--- src/fault_monitor_map.svh ---
/*
  Constants for the safety I/O fault monitor: widths, counts, encodings.
  Assumes inclusion by bare name from the package and modules.
*/
`ifndef FAULT_MONITOR_MAP_SVH
`define FAULT_MONITOR_MAP_SVH
`define CUR_W 16
`define NUM_AI 3
`define NUM_DCH 4
`define NUM_OUT 8
`define NUM_AFAULT 2
`define TIME_W 24
`define CYCLE_NS 4
`define RST_ZERO_TIME 24'h00_0000
`define RST_ZERO_CUR 16'h0000
`define POLICY_FAILSAFE 2'h0
`define POLICY_AUTO 2'h1
`define POLICY_NONE 2'h2
`define POLICY_STATE 2'h3
`endif

--- src/fault_monitor_pkg.sv ---
/*
  Types shared by the safety I/O fault monitor.
  Assumes fault_monitor_map.svh is on the include path.
*/
`include "fault_monitor_map.svh"
package fault_monitor_pkg;
  typedef enum logic [2:0] {
    reg_ll, reg_l, reg_n, reg_h, reg_hh
  } region_type;
  typedef enum logic [1:0] {
    oc_idle, oc_wait, oc_dead
  } oc_state_type;
endpackage : fault_monitor_pkg

--- src/region_tracker.sv ---
/*
  Hysteresis region tracker for one analog channel.
  Assumes synchronous inputs and an already synchronised active low reset.
*/
`timescale 1ns/10ps
`include "fault_monitor_map.svh"
module region_tracker
  import fault_monitor_pkg::*;
(
  // Clock and reset.
  input wire logic clk,
  input wire logic rst_sync_b,
  // Measurement and settings.
  input wire logic [`CUR_W-1:0] current,
  input wire logic [`CUR_W-1:0] thr_ll,
  input wire logic [`CUR_W-1:0] thr_l,
  input wire logic [`CUR_W-1:0] thr_h,
  input wire logic [`CUR_W-1:0] thr_hh,
  input wire logic [`CUR_W-1:0] hyst,
  // Region flags, one hot.
  output logic [4:0] region_flags
);
  region_type region_r;
  region_type region_nxt;
  logic [`CUR_W:0] cur_x;

  function automatic logic above(input logic [`CUR_W:0] c,
                                 input logic [`CUR_W-1:0] t,
                                 input logic [`CUR_W-1:0] h);
    above = c > ({1'b0, t} + {1'b0, h});
  endfunction : above

  function automatic logic below(input logic [`CUR_W:0] c,
                                 input logic [`CUR_W-1:0] t,
                                 input logic [`CUR_W-1:0] h);
    below = (c + {1'b0, h}) < {1'b0, t};
  endfunction : below

  assign cur_x = {1'b0, current};

  // Moves one region at a time, only past threshold plus or minus band.
  always_comb begin
    region_nxt = region_r;
    case (region_r)
      reg_ll: if (above(cur_x, thr_ll, hyst)) region_nxt = reg_l;
      reg_l: begin
        if (above(cur_x, thr_l, hyst)) region_nxt = reg_n;
        else if (below(cur_x, thr_ll, hyst)) region_nxt = reg_ll;
      end
      reg_n: begin
        if (above(cur_x, thr_h, hyst)) region_nxt = reg_h;
        else if (below(cur_x, thr_l, hyst)) region_nxt = reg_l;
      end
      reg_h: begin
        if (above(cur_x, thr_hh, hyst)) region_nxt = reg_hh;
        else if (below(cur_x, thr_h, hyst)) region_nxt = reg_n;
      end
      reg_hh: if (below(cur_x, thr_hh, hyst)) region_nxt = reg_h;
      default: region_nxt = reg_n;
    endcase
  end

  always_ff @(posedge clk or negedge rst_sync_b) begin
    if (!rst_sync_b) begin
      region_r <= reg_n;
    end else begin
      region_r <= region_nxt;
    end
  end

  // Five Boolean region flags.
  always_ff @(posedge clk or negedge rst_sync_b) begin
    if (!rst_sync_b) begin
      region_flags <= 5'h04;
    end else begin
      region_flags <= 5'h01 << region_nxt;
    end
  end
endmodule : region_tracker

--- src/safety_io_fault_monitor.sv ---
/*
  Safety I/O fault monitor: analog regions and mismatch, digital excess
  current policies, fail-safe latch and default output values.
  Assumes synchronous inputs; rst_b follows the external field supply.
*/
// Operation
// - Hysteresis band applies plus and minus around each threshold.
// - One hysteresis value serves all four thresholds; bands must not overlap.
// - Every redundant channel uses the same thresholds and hysteresis.
// - Mismatch is flagged only after persisting for the mismatch time.
// - Persistent mismatch reports a fault or a warning as configured.
// - A fault selected for fail-safe puts the module into fail-safe.
// - Fail-safe faults are hidden from the state machine; others offered.
// - Excess current de-energizes the channel and raises its fault.
// - Each test-pulsed input and each output has an excess current fault.
// - Fail-safe policy latches fail-safe until supply power cycle.
// - Auto policy clears fault after recovery time, repeating while excess.
// - No-recover policy holds channel off until power cycle, fault visible.
// - All outputs and variables take defaults when execution starts.
// - Outputs undefined by the active state take their default.
// - Compound state defaults apply on entry and fill undefined outputs.
// - Each analog channel is classed into five regions as Boolean flags.
`timescale 1ns/10ps
`include "fault_monitor_map.svh"
module safety_io_fault_monitor
  import fault_monitor_pkg::*;
(
  // Clock and reset from the field supply.
  input wire logic clk,
  input wire logic rst_b,
  // Analog channels and shared settings.
  input wire logic [`NUM_AI*`CUR_W-1:0] ai_current,
  input wire logic [`CUR_W-1:0] thr_ll,
  input wire logic [`CUR_W-1:0] thr_l,
  input wire logic [`CUR_W-1:0] thr_h,
  input wire logic [`CUR_W-1:0] thr_hh,
  input wire logic [`CUR_W-1:0] hyst,
  input wire logic triple_mode,
  input wire logic [`CUR_W-1:0] mismatch_current,
  input wire logic [`TIME_W-1:0] mismatch_cycles,
  input wire logic mismatch_is_warning,
  // Digital channels.
  input wire logic [`NUM_DCH-1:0] dch_configured,
  input wire logic [`NUM_DCH-1:0] dch_excess,
  input wire logic [`NUM_DCH-1:0] dch_request,
  input wire logic [2*`NUM_DCH-1:0] dch_policy,
  input wire logic [`TIME_W-1:0] recovery_cycles,
  // Fault routing for analog faults: fault then warning.
  input wire logic [`NUM_AFAULT-1:0] afault_to_failsafe,
  // State machine outputs.
  input wire logic run,
  input wire logic [`NUM_OUT-1:0] out_default,
  input wire logic compound_enter,
  input wire logic compound_active,
  input wire logic [`NUM_OUT-1:0] compound_default,
  input wire logic [`NUM_OUT-1:0] compound_defined,
  input wire logic [`NUM_OUT-1:0] state_value,
  input wire logic [`NUM_OUT-1:0] state_defined,
  // Status outputs.
  output logic [`NUM_AI*5-1:0] region_flags,
  output logic channel_mismatch_fault,
  output logic channel_mismatch_warning,
  output logic [`NUM_DCH-1:0] excess_current_fault,
  output logic [`NUM_DCH-1:0] dch_energize,
  output logic [`NUM_AFAULT+`NUM_DCH-1:0] sm_fault_inputs,
  output logic failsafe_active,
  output logic [`NUM_OUT-1:0] out_value
);
  logic rst_meta_r;
  logic rst_sync_b;
  logic [`TIME_W-1:0] mis_cnt_r;
  logic mis_now;
  logic mis_hit_r;
  logic [`NUM_OUT-1:0] comp_def_r;
  logic [`NUM_OUT-1:0] out_nxt;
  logic fs_nxt;
  logic [`TIME_W-1:0] rec_cnt_r [`NUM_DCH];
  oc_state_type oc_r [`NUM_DCH];

  function automatic logic [`CUR_W-1:0] absdiff(input logic [`CUR_W-1:0] a,
                                                input logic [`CUR_W-1:0] b);
    absdiff = (a > b) ? a - b : b - a;
  endfunction : absdiff

  function automatic logic [1:0] policy_of(input int i,
                                           input logic [2*`NUM_DCH-1:0] p);
    policy_of = p[2*i +: 2];
  endfunction : policy_of

  // Reset release through two flip-flops.
  always_ff @(posedge clk or negedge rst_b) begin
    if (!rst_b) begin
      rst_meta_r <= 1'b0;
      rst_sync_b <= 1'b0;
    end else begin
      rst_meta_r <= 1'b1;
      rst_sync_b <= rst_meta_r;
    end
  end

  // Same shared settings feed each channel's tracker.
  for (genvar c = 0; c < `NUM_AI; c++) begin : g_ai
    region_tracker u_trk (
      .clk(clk),
      .rst_sync_b(rst_sync_b),
      .current(ai_current[c*`CUR_W +: `CUR_W]),
      .thr_ll(thr_ll),
      .thr_l(thr_l),
      .thr_h(thr_h),
      .thr_hh(thr_hh),
      .hyst(hyst),
      .region_flags(region_flags[c*5 +: 5])
    );
  end

  // Pairwise difference beyond the limit among the active channels.
  always_comb begin
    mis_now = absdiff(ai_current[0 +: `CUR_W],
                      ai_current[`CUR_W +: `CUR_W]) > mismatch_current;
    if (triple_mode) begin
      mis_now = mis_now
        | (absdiff(ai_current[0 +: `CUR_W],
                   ai_current[2*`CUR_W +: `CUR_W]) > mismatch_current)
        | (absdiff(ai_current[`CUR_W +: `CUR_W],
                   ai_current[2*`CUR_W +: `CUR_W]) > mismatch_current);
    end
  end

  // Persistence timer; restarts whenever the difference goes away.
  always_ff @(posedge clk or negedge rst_sync_b) begin
    if (!rst_sync_b) begin
      mis_cnt_r <= `RST_ZERO_TIME;
      mis_hit_r <= 1'b0;
    end else if (!mis_now) begin
      mis_cnt_r <= `RST_ZERO_TIME;
      mis_hit_r <= 1'b0;
    end else if (mis_cnt_r >= mismatch_cycles) begin
      mis_hit_r <= 1'b1;
    end else begin
      mis_cnt_r <= mis_cnt_r + 1'b1;
    end
  end

  // Fault or warning by configuration.
  always_ff @(posedge clk or negedge rst_sync_b) begin
    if (!rst_sync_b) begin
      channel_mismatch_fault <= 1'b0;
      channel_mismatch_warning <= 1'b0;
    end else begin
      channel_mismatch_fault <= mis_hit_r & ~mismatch_is_warning;
      channel_mismatch_warning <= mis_hit_r & mismatch_is_warning;
    end
  end

  // Excess current policy per digital channel.
  for (genvar d = 0; d < `NUM_DCH; d++) begin : g_dch
    always_ff @(posedge clk or negedge rst_sync_b) begin
      if (!rst_sync_b) begin
        oc_r[d] <= oc_idle;
        rec_cnt_r[d] <= `RST_ZERO_TIME;
      end else begin
        case (oc_r[d])
          oc_idle: begin
            if (dch_configured[d] && dch_excess[d]) begin
              rec_cnt_r[d] <= `RST_ZERO_TIME;
              if (policy_of(d, dch_policy) == `POLICY_AUTO) begin
                oc_r[d] <= oc_wait;
              end else begin
                oc_r[d] <= oc_dead;
              end
            end
          end
          oc_wait: begin
            if (rec_cnt_r[d] >= recovery_cycles) begin
              oc_r[d] <= oc_idle;
            end else begin
              rec_cnt_r[d] <= rec_cnt_r[d] + 1'b1;
            end
          end
          oc_dead: oc_r[d] <= oc_dead;
          default: oc_r[d] <= oc_idle;
        endcase
      end
    end

    // Channel off while faulted; fault shown while not idle.
    always_ff @(posedge clk or negedge rst_sync_b) begin
      if (!rst_sync_b) begin
        dch_energize[d] <= 1'b0;
        excess_current_fault[d] <= 1'b0;
      end else begin
        excess_current_fault[d] <= (oc_r[d] != oc_idle)
          || (dch_configured[d] && dch_excess[d]);
        dch_energize[d] <= dch_request[d] && oc_r[d] == oc_idle
          && !(dch_configured[d] && dch_excess[d]) && !failsafe_active
          && !fs_nxt;
      end
    end
  end

  // Fail-safe latch: routed analog faults and fail-safe policy channels.
  always_comb begin
    fs_nxt = (afault_to_failsafe[0] & channel_mismatch_fault)
           | (afault_to_failsafe[1] & channel_mismatch_warning);
    for (int i = 0; i < `NUM_DCH; i++) begin
      if (policy_of(i, dch_policy) == `POLICY_FAILSAFE
          && oc_r[i] == oc_dead) begin
        fs_nxt = 1'b1;
      end
    end
  end

  always_ff @(posedge clk or negedge rst_sync_b) begin
    if (!rst_sync_b) begin
      failsafe_active <= 1'b0;
    end else if (fs_nxt) begin
      failsafe_active <= 1'b1;
    end
  end

  // Unrouted faults go to the state machine; routed ones are withheld.
  always_ff @(posedge clk or negedge rst_sync_b) begin
    if (!rst_sync_b) begin
      sm_fault_inputs <= '0;
    end else begin
      sm_fault_inputs[0] <= channel_mismatch_fault
                            & ~afault_to_failsafe[0];
      sm_fault_inputs[1] <= channel_mismatch_warning
                            & ~afault_to_failsafe[1];
      for (int i = 0; i < `NUM_DCH; i++) begin
        sm_fault_inputs[`NUM_AFAULT+i] <= excess_current_fault[i]
          & (policy_of(i, dch_policy) != `POLICY_FAILSAFE);
      end
    end
  end

  // Compound defaults captured on entry.
  always_ff @(posedge clk or negedge rst_sync_b) begin
    if (!rst_sync_b) begin
      comp_def_r <= '0;
    end else if (compound_enter) begin
      comp_def_r <= compound_default;
    end
  end

  // Innermost defined value wins, else compound default, else default.
  always_comb begin
    for (int i = 0; i < `NUM_OUT; i++) begin
      if (!run) begin
        out_nxt[i] = out_default[i];
      end else if (state_defined[i]) begin
        out_nxt[i] = state_value[i];
      end else if (compound_active && compound_defined[i]) begin
        out_nxt[i] = compound_enter ? compound_default[i]
                                    : comp_def_r[i];
      end else begin
        out_nxt[i] = out_default[i];
      end
    end
  end

  always_ff @(posedge clk or negedge rst_sync_b) begin
    if (!rst_sync_b) begin
      out_value <= '0;
    end else begin
      out_value <= out_nxt;
    end
  end
endmodule : safety_io_fault_monitor

--- config.mk ---
export PLATFORM = sky130hd
export DESIGN_NAME = safety_io_fault_monitor
export DESIGN_NICKNAME = d
export VERILOG_FILES = /design/src/fault_monitor_pkg.sv /design/src/region_tracker.sv /design/src/safety_io_fault_monitor.sv
export VERILOG_INCLUDE_DIRS = /design/src
export SDC_FILE = /design/constraint.sdc
export NUM_CORES = 1
export LEC_CHECK = 0
export BUFFER_PORTS_ARGS = -buffer_cell sky130_fd_sc_hd__buf_2
export CORE_UTILIZATION = 35
export DETAILED_ROUTE_END_ITERATION = 7
export PLACE_DENSITY = 0.56
export SYNTH_ARGS = -nofsm -noshare
export SYNTH_HDL_FRONTEND = slang
export SYNTH_SLANG_ARGS = --single-unit
--- constraint.sdc ---
create_clock -name clk -period 7.8 [get_ports clk]
set_clock_uncertainty 0.05 [all_clocks]
set_input_delay 1.17 -clock clk [delete_from_list [all_inputs] [get_ports clk]]
set_output_delay 1.17 -clock clk [all_outputs]
set_load 0.01 [all_outputs]
==> summary.txt, run 1 <==
Outcome
  – Outcome: complete, no violations

Worst setup path
  – Crit path top cell by count: a21o_1
  – Startpoint types: input port
  – Critical Path RT: 8090 ps
  – Kind of critical path: input port to flip-flop
  – CP Max Fanout: 29
  – WP data arrival: 6840 ps
  – CP Capture Type: flip-flop
  – CP Cell Sequence: buf_2 > inv_1 > ha_1 > inv_1 > fa_1 > a21o_1 > a21o_1 > a21o_1 > a2111o_1 > nand3_1 > a22o_1 > mux2_2 > a221oi_1 > o21ai_1 > xor2_1 > ha_1 > nand4_1 > nor2_1 > a211oi_1 > a21oi_1 > a311oi_4 > buf_4 > nor2_1 > a31o_2
  – Slowest CP cell: a22o_1
  – Slowest cell delay on critical path: 530 ps

Final layout
  – Non-Filler Instances: 5135
  – Area grow syn2layout: 11.5%
  – Fill cells: 8907
  – Share of layout cells above drive strength 1: 10.5%
  – Post-route cell area: 34000 um^2
  – Post-layout net count: 4978

Logic synthesis
  – Flops & latches, synth: 188
  – Post-synth ARST share: 100%
  – Sequential-to-total area share from yosys stat: 15.5%
  – Library cells used by synthesis: 94
  – Post-synth EDFFs: 0
  – Mean area per synthesized cell: 8.24 um^2
  – Syn Inst Count: 3695
  – Syn Nets: 4701
  – Primary FF master, synth: dfrtp_1
  – Mapped Area: 30400 um^2
  – YS warnings: 0

Clocking
  – Hold_buf cts: 0
  – CTS tree: done
  – # Post-CTS Setup Buffers: 0
  – Root Driver: clkbuf_16
  – Clock Path Buffers: 2
  – Sink Count: 188
  – Worst-path clk slew: 80 ps
  – H-Tree Depth: 4
  – Post-CTS sizing: 0
  – CTS buffer count: 17
  – Clk_lat worst skew: 460 ps

Pwr
  – Pleak: 16.7 nW
  – Max IR drop VDD: 0.000133 V
  – PD cells: 163 nW/um^2

Placed design
  – Post-DP HPWL: 92500 um
  – GPL Wtd Cong: 0.998
  – Placed cell areas: 33300 um^2
  – Buffers on Ports: 300
  – Placed cells: 5096

STA
  – Hold slack: 175 ps
  – Rel. slew slack: 24.3%
  – Post-layout min period: 6550 ps
  – Period utilisation layout: 84.0%
  – Slew Viols, Final: 0
  – Final setup violation count: 0
  – RSZ-0062 raised after global routing: no
  – Final hold vios: 0
  – Measured slew at the worst slew-check pin: 1130 ps
  – F_max: 153 MHz
  – Total negative slack: 0 ps

Run
  – Max cap viols: 0

Global route
  – Initial antenna violation count: 16
  – First-pass GRT wire length: 165000 um
  – Largest net degree at the start of global routing: 63
  – GRT Total Usage: 24.2%
  – GRT overflow: 0
  – Vias in the first global route: 26783

Floorplan
  – Initial core utilization: 35.5%
  – CORE AREA: 85700 um^2
  – Die Height: 297 um
  – Row count: 107
  – Ports: 301
  – Die width: 297 um
  – Total Die Area: 88200 um^2

Detailed routing
  – Routed wire per std cell: 21.4 um
  – Detailed-route DRC error count: 0
  – Router iterations before antenna repair: 6
  – Routed vias/inst: 5.62
  – Vias after detailed routing: 28859
  – Post-Route M1 WL: 51700 um
  – Met2 wire length: 48300 um
  – Post-route ant nets: 0
  – Final wirelength: 110000 um
  – Met3 wire len: 7310 um
  – Highest Signal Layer: met5
  – DRT iter0 DRCs: 2418

Min path
  – Worst hold path class: flip-flop to asynchronous set/reset pin
[cells in the mapped netlist (37+ instances only)]
| master | number | share of area [%] |
|---|---|---|
| a21o_1 | 152 | 3.7 |
| a21oi_1 | 340 | 5.6 |
| nand4_1 | 79 | 1.6 |
| o31ai_1 | 52 | 1.3 |
| dfrtp_1 | 182 | 15 |
| xnor2_1 | 140 | 4.0 |
| xor2_1 | 44 | 1.3 |
| o21a_1 | 60 | 1.5 |
| ha_1 | 732 | 30 |
| a211oi_1 | 56 | 1.4 |
| nand2b_1 | 78 | 1.6 |
| nor2b_1 | 66 | 1.4 |
| nor2_1 | 232 | 2.9 |
| o21ai_0 | 191 | 3.1 |
| o21bai_1 | 37 | 0.91 |
| a31oi_1 | 41 | 0.84 |
| clkbuf_1 | 53 | 0.65 |
| nor3_1 | 56 | 0.92 |
| inv_1 | 294 | 3.6 |
| nand2_1 | 202 | 2.5 |
| nand3_1 | 101 | 1.7 |
[state kept, by name, indices dropped and copies added (netlist names), 4 cells and up]
register,count
out_value,8
comp_def_r,8
mis_cnt_r,24
excess_current_fault,4
oc_r,8
dch_energize,4
g_ai.u_trk.region_r,9
rec_cnt_r,96
g_ai.u_trk.region_flags,15
sm_fault_inputs,6
[critical path, delay by kind of cell]
kind	cells	cell delay, ps
compound gates	11	2940
fa+ha+maj	3	900
buf+inv	4	740
mux	1	450
simple gates	4	400
xor+xnor	1	200
[layer usage]
layer | GRT usage [%] | up-vias
met3 | 3.29 | 113
li1 | - | 14357
met1 | 34.3 | 13461
met2 | 38.5 | 916
met4 | 5.46 | 12
met5 | 0 | -
[layout make-up]
class	instances	area (um^2)	area share, %
antenna	6	15.0	0.0442
tap	1144	1430	4.22
multi-input combinational	3147	24400	71.9
timing repair buffer	322	1670	4.92
clock buffer	17	425	1.25
inverter	296	1110	3.27
clock inverter	15	166	0.490
sequential	188	4720	13.9
[cells in the final DEF, fill, tap and decap left out, drive strengths merged, types with 33 or more instances in the layout]
master    n
nand2b   78
o21bai   37
nor2    233
nand3   101
nor3     58
a31oi    41
a21o    152
mux2i    33
xnor2   140
nand4    79
dfrtp   182
buf     321
nor2b    66
o21ai   210
xor2     44
a211oi   58
inv     306
o21a     61
o31ai    52
o211ai   34
a21oi   342
ha      732
nand2   203
[stage by stage]
step           utilization (%)  setup slack (ps)  power [W]
2_1_floorplan                -              1600    0.00354
3_3_place_gp              38.9               565    0.00453
3_5_place_dp              38.9               645    0.00456
4_1_cts                   39.6              1120    0.00549
5_1_grt                   39.6               843    0.00599
6_report                  39.6              1250    0.00552
[cell families after synthesis]
family,count (synthesis),synth area share (%)
adders and majority gates,751,31.1
DFF,188,15.5
xor gates and xnor gates,185,5.37
and+or+nand+nor,1002,17.0
AOI/OAI and AO/OA,1156,24.8
buffers and inverters,360,4.47
other,1,0.0123
muxes,52,1.79
[power breakdown]
group          leakage [nW]  switching (W)  total (W)  internal (W)
clock                 0.291       0.000459   0.000893      0.000433
combinational          14.0        0.00193    0.00327       0.00135
sequential             2.40       0.000200    0.00135       0.00115
total                  16.7        0.00259    0.00552       0.00293
[final timing paths]
check                                       endpoint  slack (ps)                 startpoint  cells after the start
max in group asynchronous   mis_cnt_r[6]$_DFFE_PN0P_        5670       rst_sync_b$_DFF_PN0_                      2
hold / removal                out_value[6]$_DFF_PN0_         180       rst_sync_b$_DFF_PN0_                      0
setup reg to reg           rec_cnt_r[85]$_DFFE_PN0P_        4080  rec_cnt_r[81]$_DFFE_PN0P_                     11
min in group clk                rst_sync_b$_DFF_PN0_         310       rst_meta_r$_DFF_PN0_                      0
setup / recovery            mis_cnt_r[7]$_DFFE_PN0P_        1250              ai_current[0]                     24
hold reg to reg               out_value[6]$_DFF_PN0_         180       rst_sync_b$_DFF_PN0_                      0
(Power assumes the default switching activity.)
==> run 2: changes to the inputs <==
--- a/config.mk
+++ b/config.mk
@@ -9,7 +9,7 @@
 export BUFFER_PORTS_ARGS = -buffer_cell sky130_fd_sc_hd__buf_2
 export CORE_UTILIZATION = 35
 export DETAILED_ROUTE_END_ITERATION = 7
-export PLACE_DENSITY = 0.56
+export PLACE_DENSITY = 0.58
 export SYNTH_ARGS = -nofsm -noshare
 export SYNTH_HDL_FRONTEND = slang
 export SYNTH_SLANG_ARGS = --single-unit
==> constraint.sdc (replaced) <==
create_clock -name clk -period 5.8 [get_ports clk]
set_clock_uncertainty 0.05 [all_clocks]
set_input_delay 0.87 -clock clk [delete_from_list [all_inputs] [get_ports clk]]
set_output_delay 0.87 -clock clk [all_outputs]
set_load 0.01 [all_outputs]
==> run 2 against run 1 <==
Net effect: sequential power grew 36%; clock-buffer cell count is 2 higher; critical path depth fell by 2; the flow now finishes with violations (setup timing); register-to-register slack got worse by 2100 ps; worst hold slack lost 45 ps; critical endpoint is now g_ai[0].u_trk.region_flags[1]$_DFF_PN0_; total power up 40%.
==> summary.txt, run 2 (same netlist as run 1, synthesis figures left out) <==
Outcome
  – Outcome: finished, violations left (was complete, no violations)
  – Failing checks: setup timing

Worst setup path
  – Startpoint types: input port (unchanged)
  – Slowest CP cell: a2111oi_0 (was a22o_1)
  – Crit-path leading delay family: compound AO/OA/AOI/OAI gates (unchanged)
  – Kind of critical path: input port to flip-flop (unchanged)
  – CP Cell Sequence: buf_2 > ha_1 > fa_1 > a211oi_1 > o21bai_1 > a21oi_1 > o21ai_0 > a21oi_1 > xnor2_1 > ha_1 > and3_1 > nand3_1 > a211oi_1 > a2111oi_0 > buf_4 > maj3_1 > a211oi_1 > o21ai_0 > buf_4 > nand2b_1 > a31o_1 > and2b_1 (was buf_2 > inv_1 > ha_1 > inv_1 > fa_1 > a21o_1 > a21o_1 > a21o_1 > a2111o_1 > nand3_1 > a22o_1 > mux2_2 > a221oi_1 > o21ai_1 > xor2_1 > ha_1 > nand4_1 > nor2_1 > a211oi_1 > a21oi_1 > a311oi_4 > buf_4 > nor2_1 > a31o_2)
  – WP data arrival: 6180 ps (was 6840 ps)
  – Crit path top cell by count: a211oi_1 (was a21o_1)
  – Sum of buffers and inverters on the critical path: 3 (was 4)
  – Slowest cell delay on critical path: 870 ps (was 530 ps)
  – Critical Path RT: 6100 ps (was 8090 ps)
  – CP Capture Type: flip-flop (unchanged)
  – CP Max Fanout: 4 (was 29)

Global route
  – Initial antenna violation count: 16 (unchanged)
  – GRT overflow: 0 (unchanged)
  – First-pass GRT wire length: 170000 um (was 165000 um)
  – Vias in the first global route: 27745 (was 26783)
  – Largest net degree at the start of global routing: 150 (was 63)
  – GRT Total Usage: 25.0% (was 24.2%)

Pwr
  – Seq pwr share: 23.5% (was 24.5%)
  – Internal: 0.00427 W (was 0.00293 W)
  – Psw: 0.00349 W (was 0.00259 W)
  – Pleak: 17.7 nW (was 16.7 nW)
  – Comb pwr share: 60.6% (was 59.3%)
  – Sw frac: 45.0% (was 46.9%)
  – Max IR drop VDD: 0.000145 V (was 0.000133 V)
  – Clock power share: 15.9% (was 16.2%)
  – PD cells: 218 nW/um^2 (was 163 nW/um^2)
  – Power, Total: 0.00776 W (was 0.00552 W)

STA
  – Final hold vios: 0 (unchanged)
  – Post-route setup slack: -78.4 ps (was 1250 ps)
  – Post-layout min period: 5880 ps
  – Period utilisation layout: 101%
  – F_max: 170 MHz
  – Measured slew at the worst slew-check pin: 1060 ps (was 1130 ps)
  – Hold slack: 130 ps (was 175 ps)
  – Slew Viols, Final: 0 (unchanged)
  – Final setup violation count: 2 (was 0)
  – Rel. slew slack: 28.7% (was 24.3%)
  – RSZ-0062 raised after global routing: no (unchanged)

Clocking
  – # Post-CTS Setup Buffers: 0 (unchanged)
  – Worst-path clk slew: 70 ps (was 80 ps)
  – Root Driver: clkbuf_16 (unchanged)
  – Sink Count: 188 (unchanged)
  – H-Tree Depth: 4 (unchanged)
  – Clock Path Buffers: 2 (unchanged)
  – CTS tree: done (unchanged)
  – Clk_lat worst skew: 460 ps (about the same)
  – CTS buffer count: 17 (unchanged)

Final layout
  – Most frequent cells in the layout: ha_1 (732), a21oi_1 (339), buf_2 (300) (was ha_1 (732), a21oi_1 (340), buf_2 (300))
  – Top reg by flops: rec_cnt_r (unchanged)
  – Max reg flops: 96 (unchanged)
  – Most common cell after layout, fill and taps aside: ha_1 (unchanged)
  – Fill cells: 8831 (was 8907)
  – Post-layout net count: 5179 (was 4978)
  – Non-Filler Instances: 5338 (was 5135)
  – Top flop regs: rec_cnt_r x96, mis_cnt_r x24, g_ai.u_trk.region_flags x15 (unchanged)
  – Share of layout cells above drive strength 1: 14.9% (was 10.5%)
  – FF+latch area: 4720 um^2 (unchanged)
  – Area grow syn2layout: 16.8% (was 11.5%)
  – Footprint of the multi-input gates: 24400 um^2 (about the same)

Floorplan
  – CORE AREA: 85700 um^2 (unchanged)
  – Die Height: 297 um (unchanged)
  – Die width: 297 um (unchanged)
  – Ports: 301 (unchanged)
  – Total Die Area: 88200 um^2 (unchanged)
  – Row count: 107 (unchanged)
  – Initial core utilization: 35.5% (unchanged)

Detailed routing
  – Post-Route M1 WL: 52300 um (was 51700 um)
  – Met2 wire length: 49300 um (was 48300 um)
  – Post-route ant nets: 0 (unchanged)
  – DRT iter0 DRCs: 2469 (was 2418)
  – Router iterations before antenna repair: 5 (was 6)
  – Detailed-route DRC error count: 0 (unchanged)
  – Vias after detailed routing: 29824 (was 28859)
  – Routed wire per std cell: 21.3 um (was 21.4 um)
  – Met3 wire len: 8360 um (was 7310 um)
  – Highest Signal Layer: met5 (unchanged)
  – Final wirelength: 114000 um (was 110000 um)
  – Routed vias/inst: 5.59 (was 5.62)

Placed design
  – GPL Wtd Cong: 1.00 (was 0.998)
  – Placed cells: 5298 (was 5096)
  – Buffers on Ports: 300 (unchanged)
  – Placement Setup Slack: -243 ps (was 645 ps)
  – Post-DP HPWL: 96700 um (was 92500 um)

Run
  – Max cap viols: 0 (unchanged)

Min path
  – Worst hold path class: input port to asynchronous set/reset pin (was flip-flop to asynchronous set/reset pin)
## run 2: changes by cell type in the layout (fill, tap and decap cells not counted), sizes merged
cell	before	now
clkinvlp	0	1
diode	6	8
buf	321	523
clkbuf	17	19
clkinv	5	6
bufinv	0	3
inv	306	299
dlymetal6s2s	1	0
## run 2: power groups by stage
stage / Clock (W) / Sequential [W] / Combinational, W
global route: 0.00133 / 0.00186 / 0.00522
floorplan: 0 / 0.00180 / 0.00297
CTS: 0.00128 / 0.00182 / 0.00461
global placement: 0 / 0.00184 / 0.00453
finish: 0.00123 / 0.00183 / 0.00470
detailed placement: 0 / 0.00185 / 0.00458
## run 2: layout make-up
type / count / area share (%)
multi-input cells: 3147 / 68.8
flip-flops and latches: 188 / 13.3
repair buffers: 523 / 9.05
well taps: 1144 / 4.03
inverters: 296 / 3.13
clock buffers: 19 / 1.22
clock inverters: 13 / 0.465
diodes: 8 / 0.0563
## run 2: final timing paths
path                                                                 to                       from  slack, ps  cells past startpoint
worst max register to register                rec_cnt_r[85]$_DFFE_PN0P_  rec_cnt_r[81]$_DFFE_PN0P_       2010                     11
max in group asynchronous                     rec_cnt_r[23]$_DFFE_PN0P_       rst_sync_b$_DFF_PN0_       4190                      1
worst max-delay path            g_ai[0].u_trk.region_flags[1]$_DFF_PN0_                  thr_hh[0]        -80                     22
min in group clk                                   rst_sync_b$_DFF_PN0_       rst_meta_r$_DFF_PN0_        300                      0
worst min register to register        excess_current_fault[0]$_DFF_PN0_       rst_sync_b$_DFF_PN0_        260                      0
worst min-delay path                               rst_meta_r$_DFF_PN0_                      rst_b        130                      1
## run 2: timing repair
item	in CTS	in global routing
setup endpoints to repair	0	17
resized for setup	0	9
hold buffers	0	0
## run 2: metal layers
| layer | vias to the layer above | track usage (%) |
|---|---|---|
| li1 | 14773 | - |
| met1 | 13839 | 35.7 |
| met2 | 1065 | 39.0 |
| met3 | 137 | 2.85 |
| met4 | 10 | 7.88 |
| met5 | - | 0 |
## run 2: per-stage QoR
stage / TNS (ps) / util (%) / cell area, um^2
2_1_floorplan: 0 / - / 30400
3_3_place_gp: -1470 / 40.7 / 34900
3_5_place_dp: -4180 / 40.7 / 34900
4_1_cts: 0 / 41.4 / 35500
5_1_grt: 0 / 41.5 / 35500
6_report: -83.4 / 41.5 / 35500
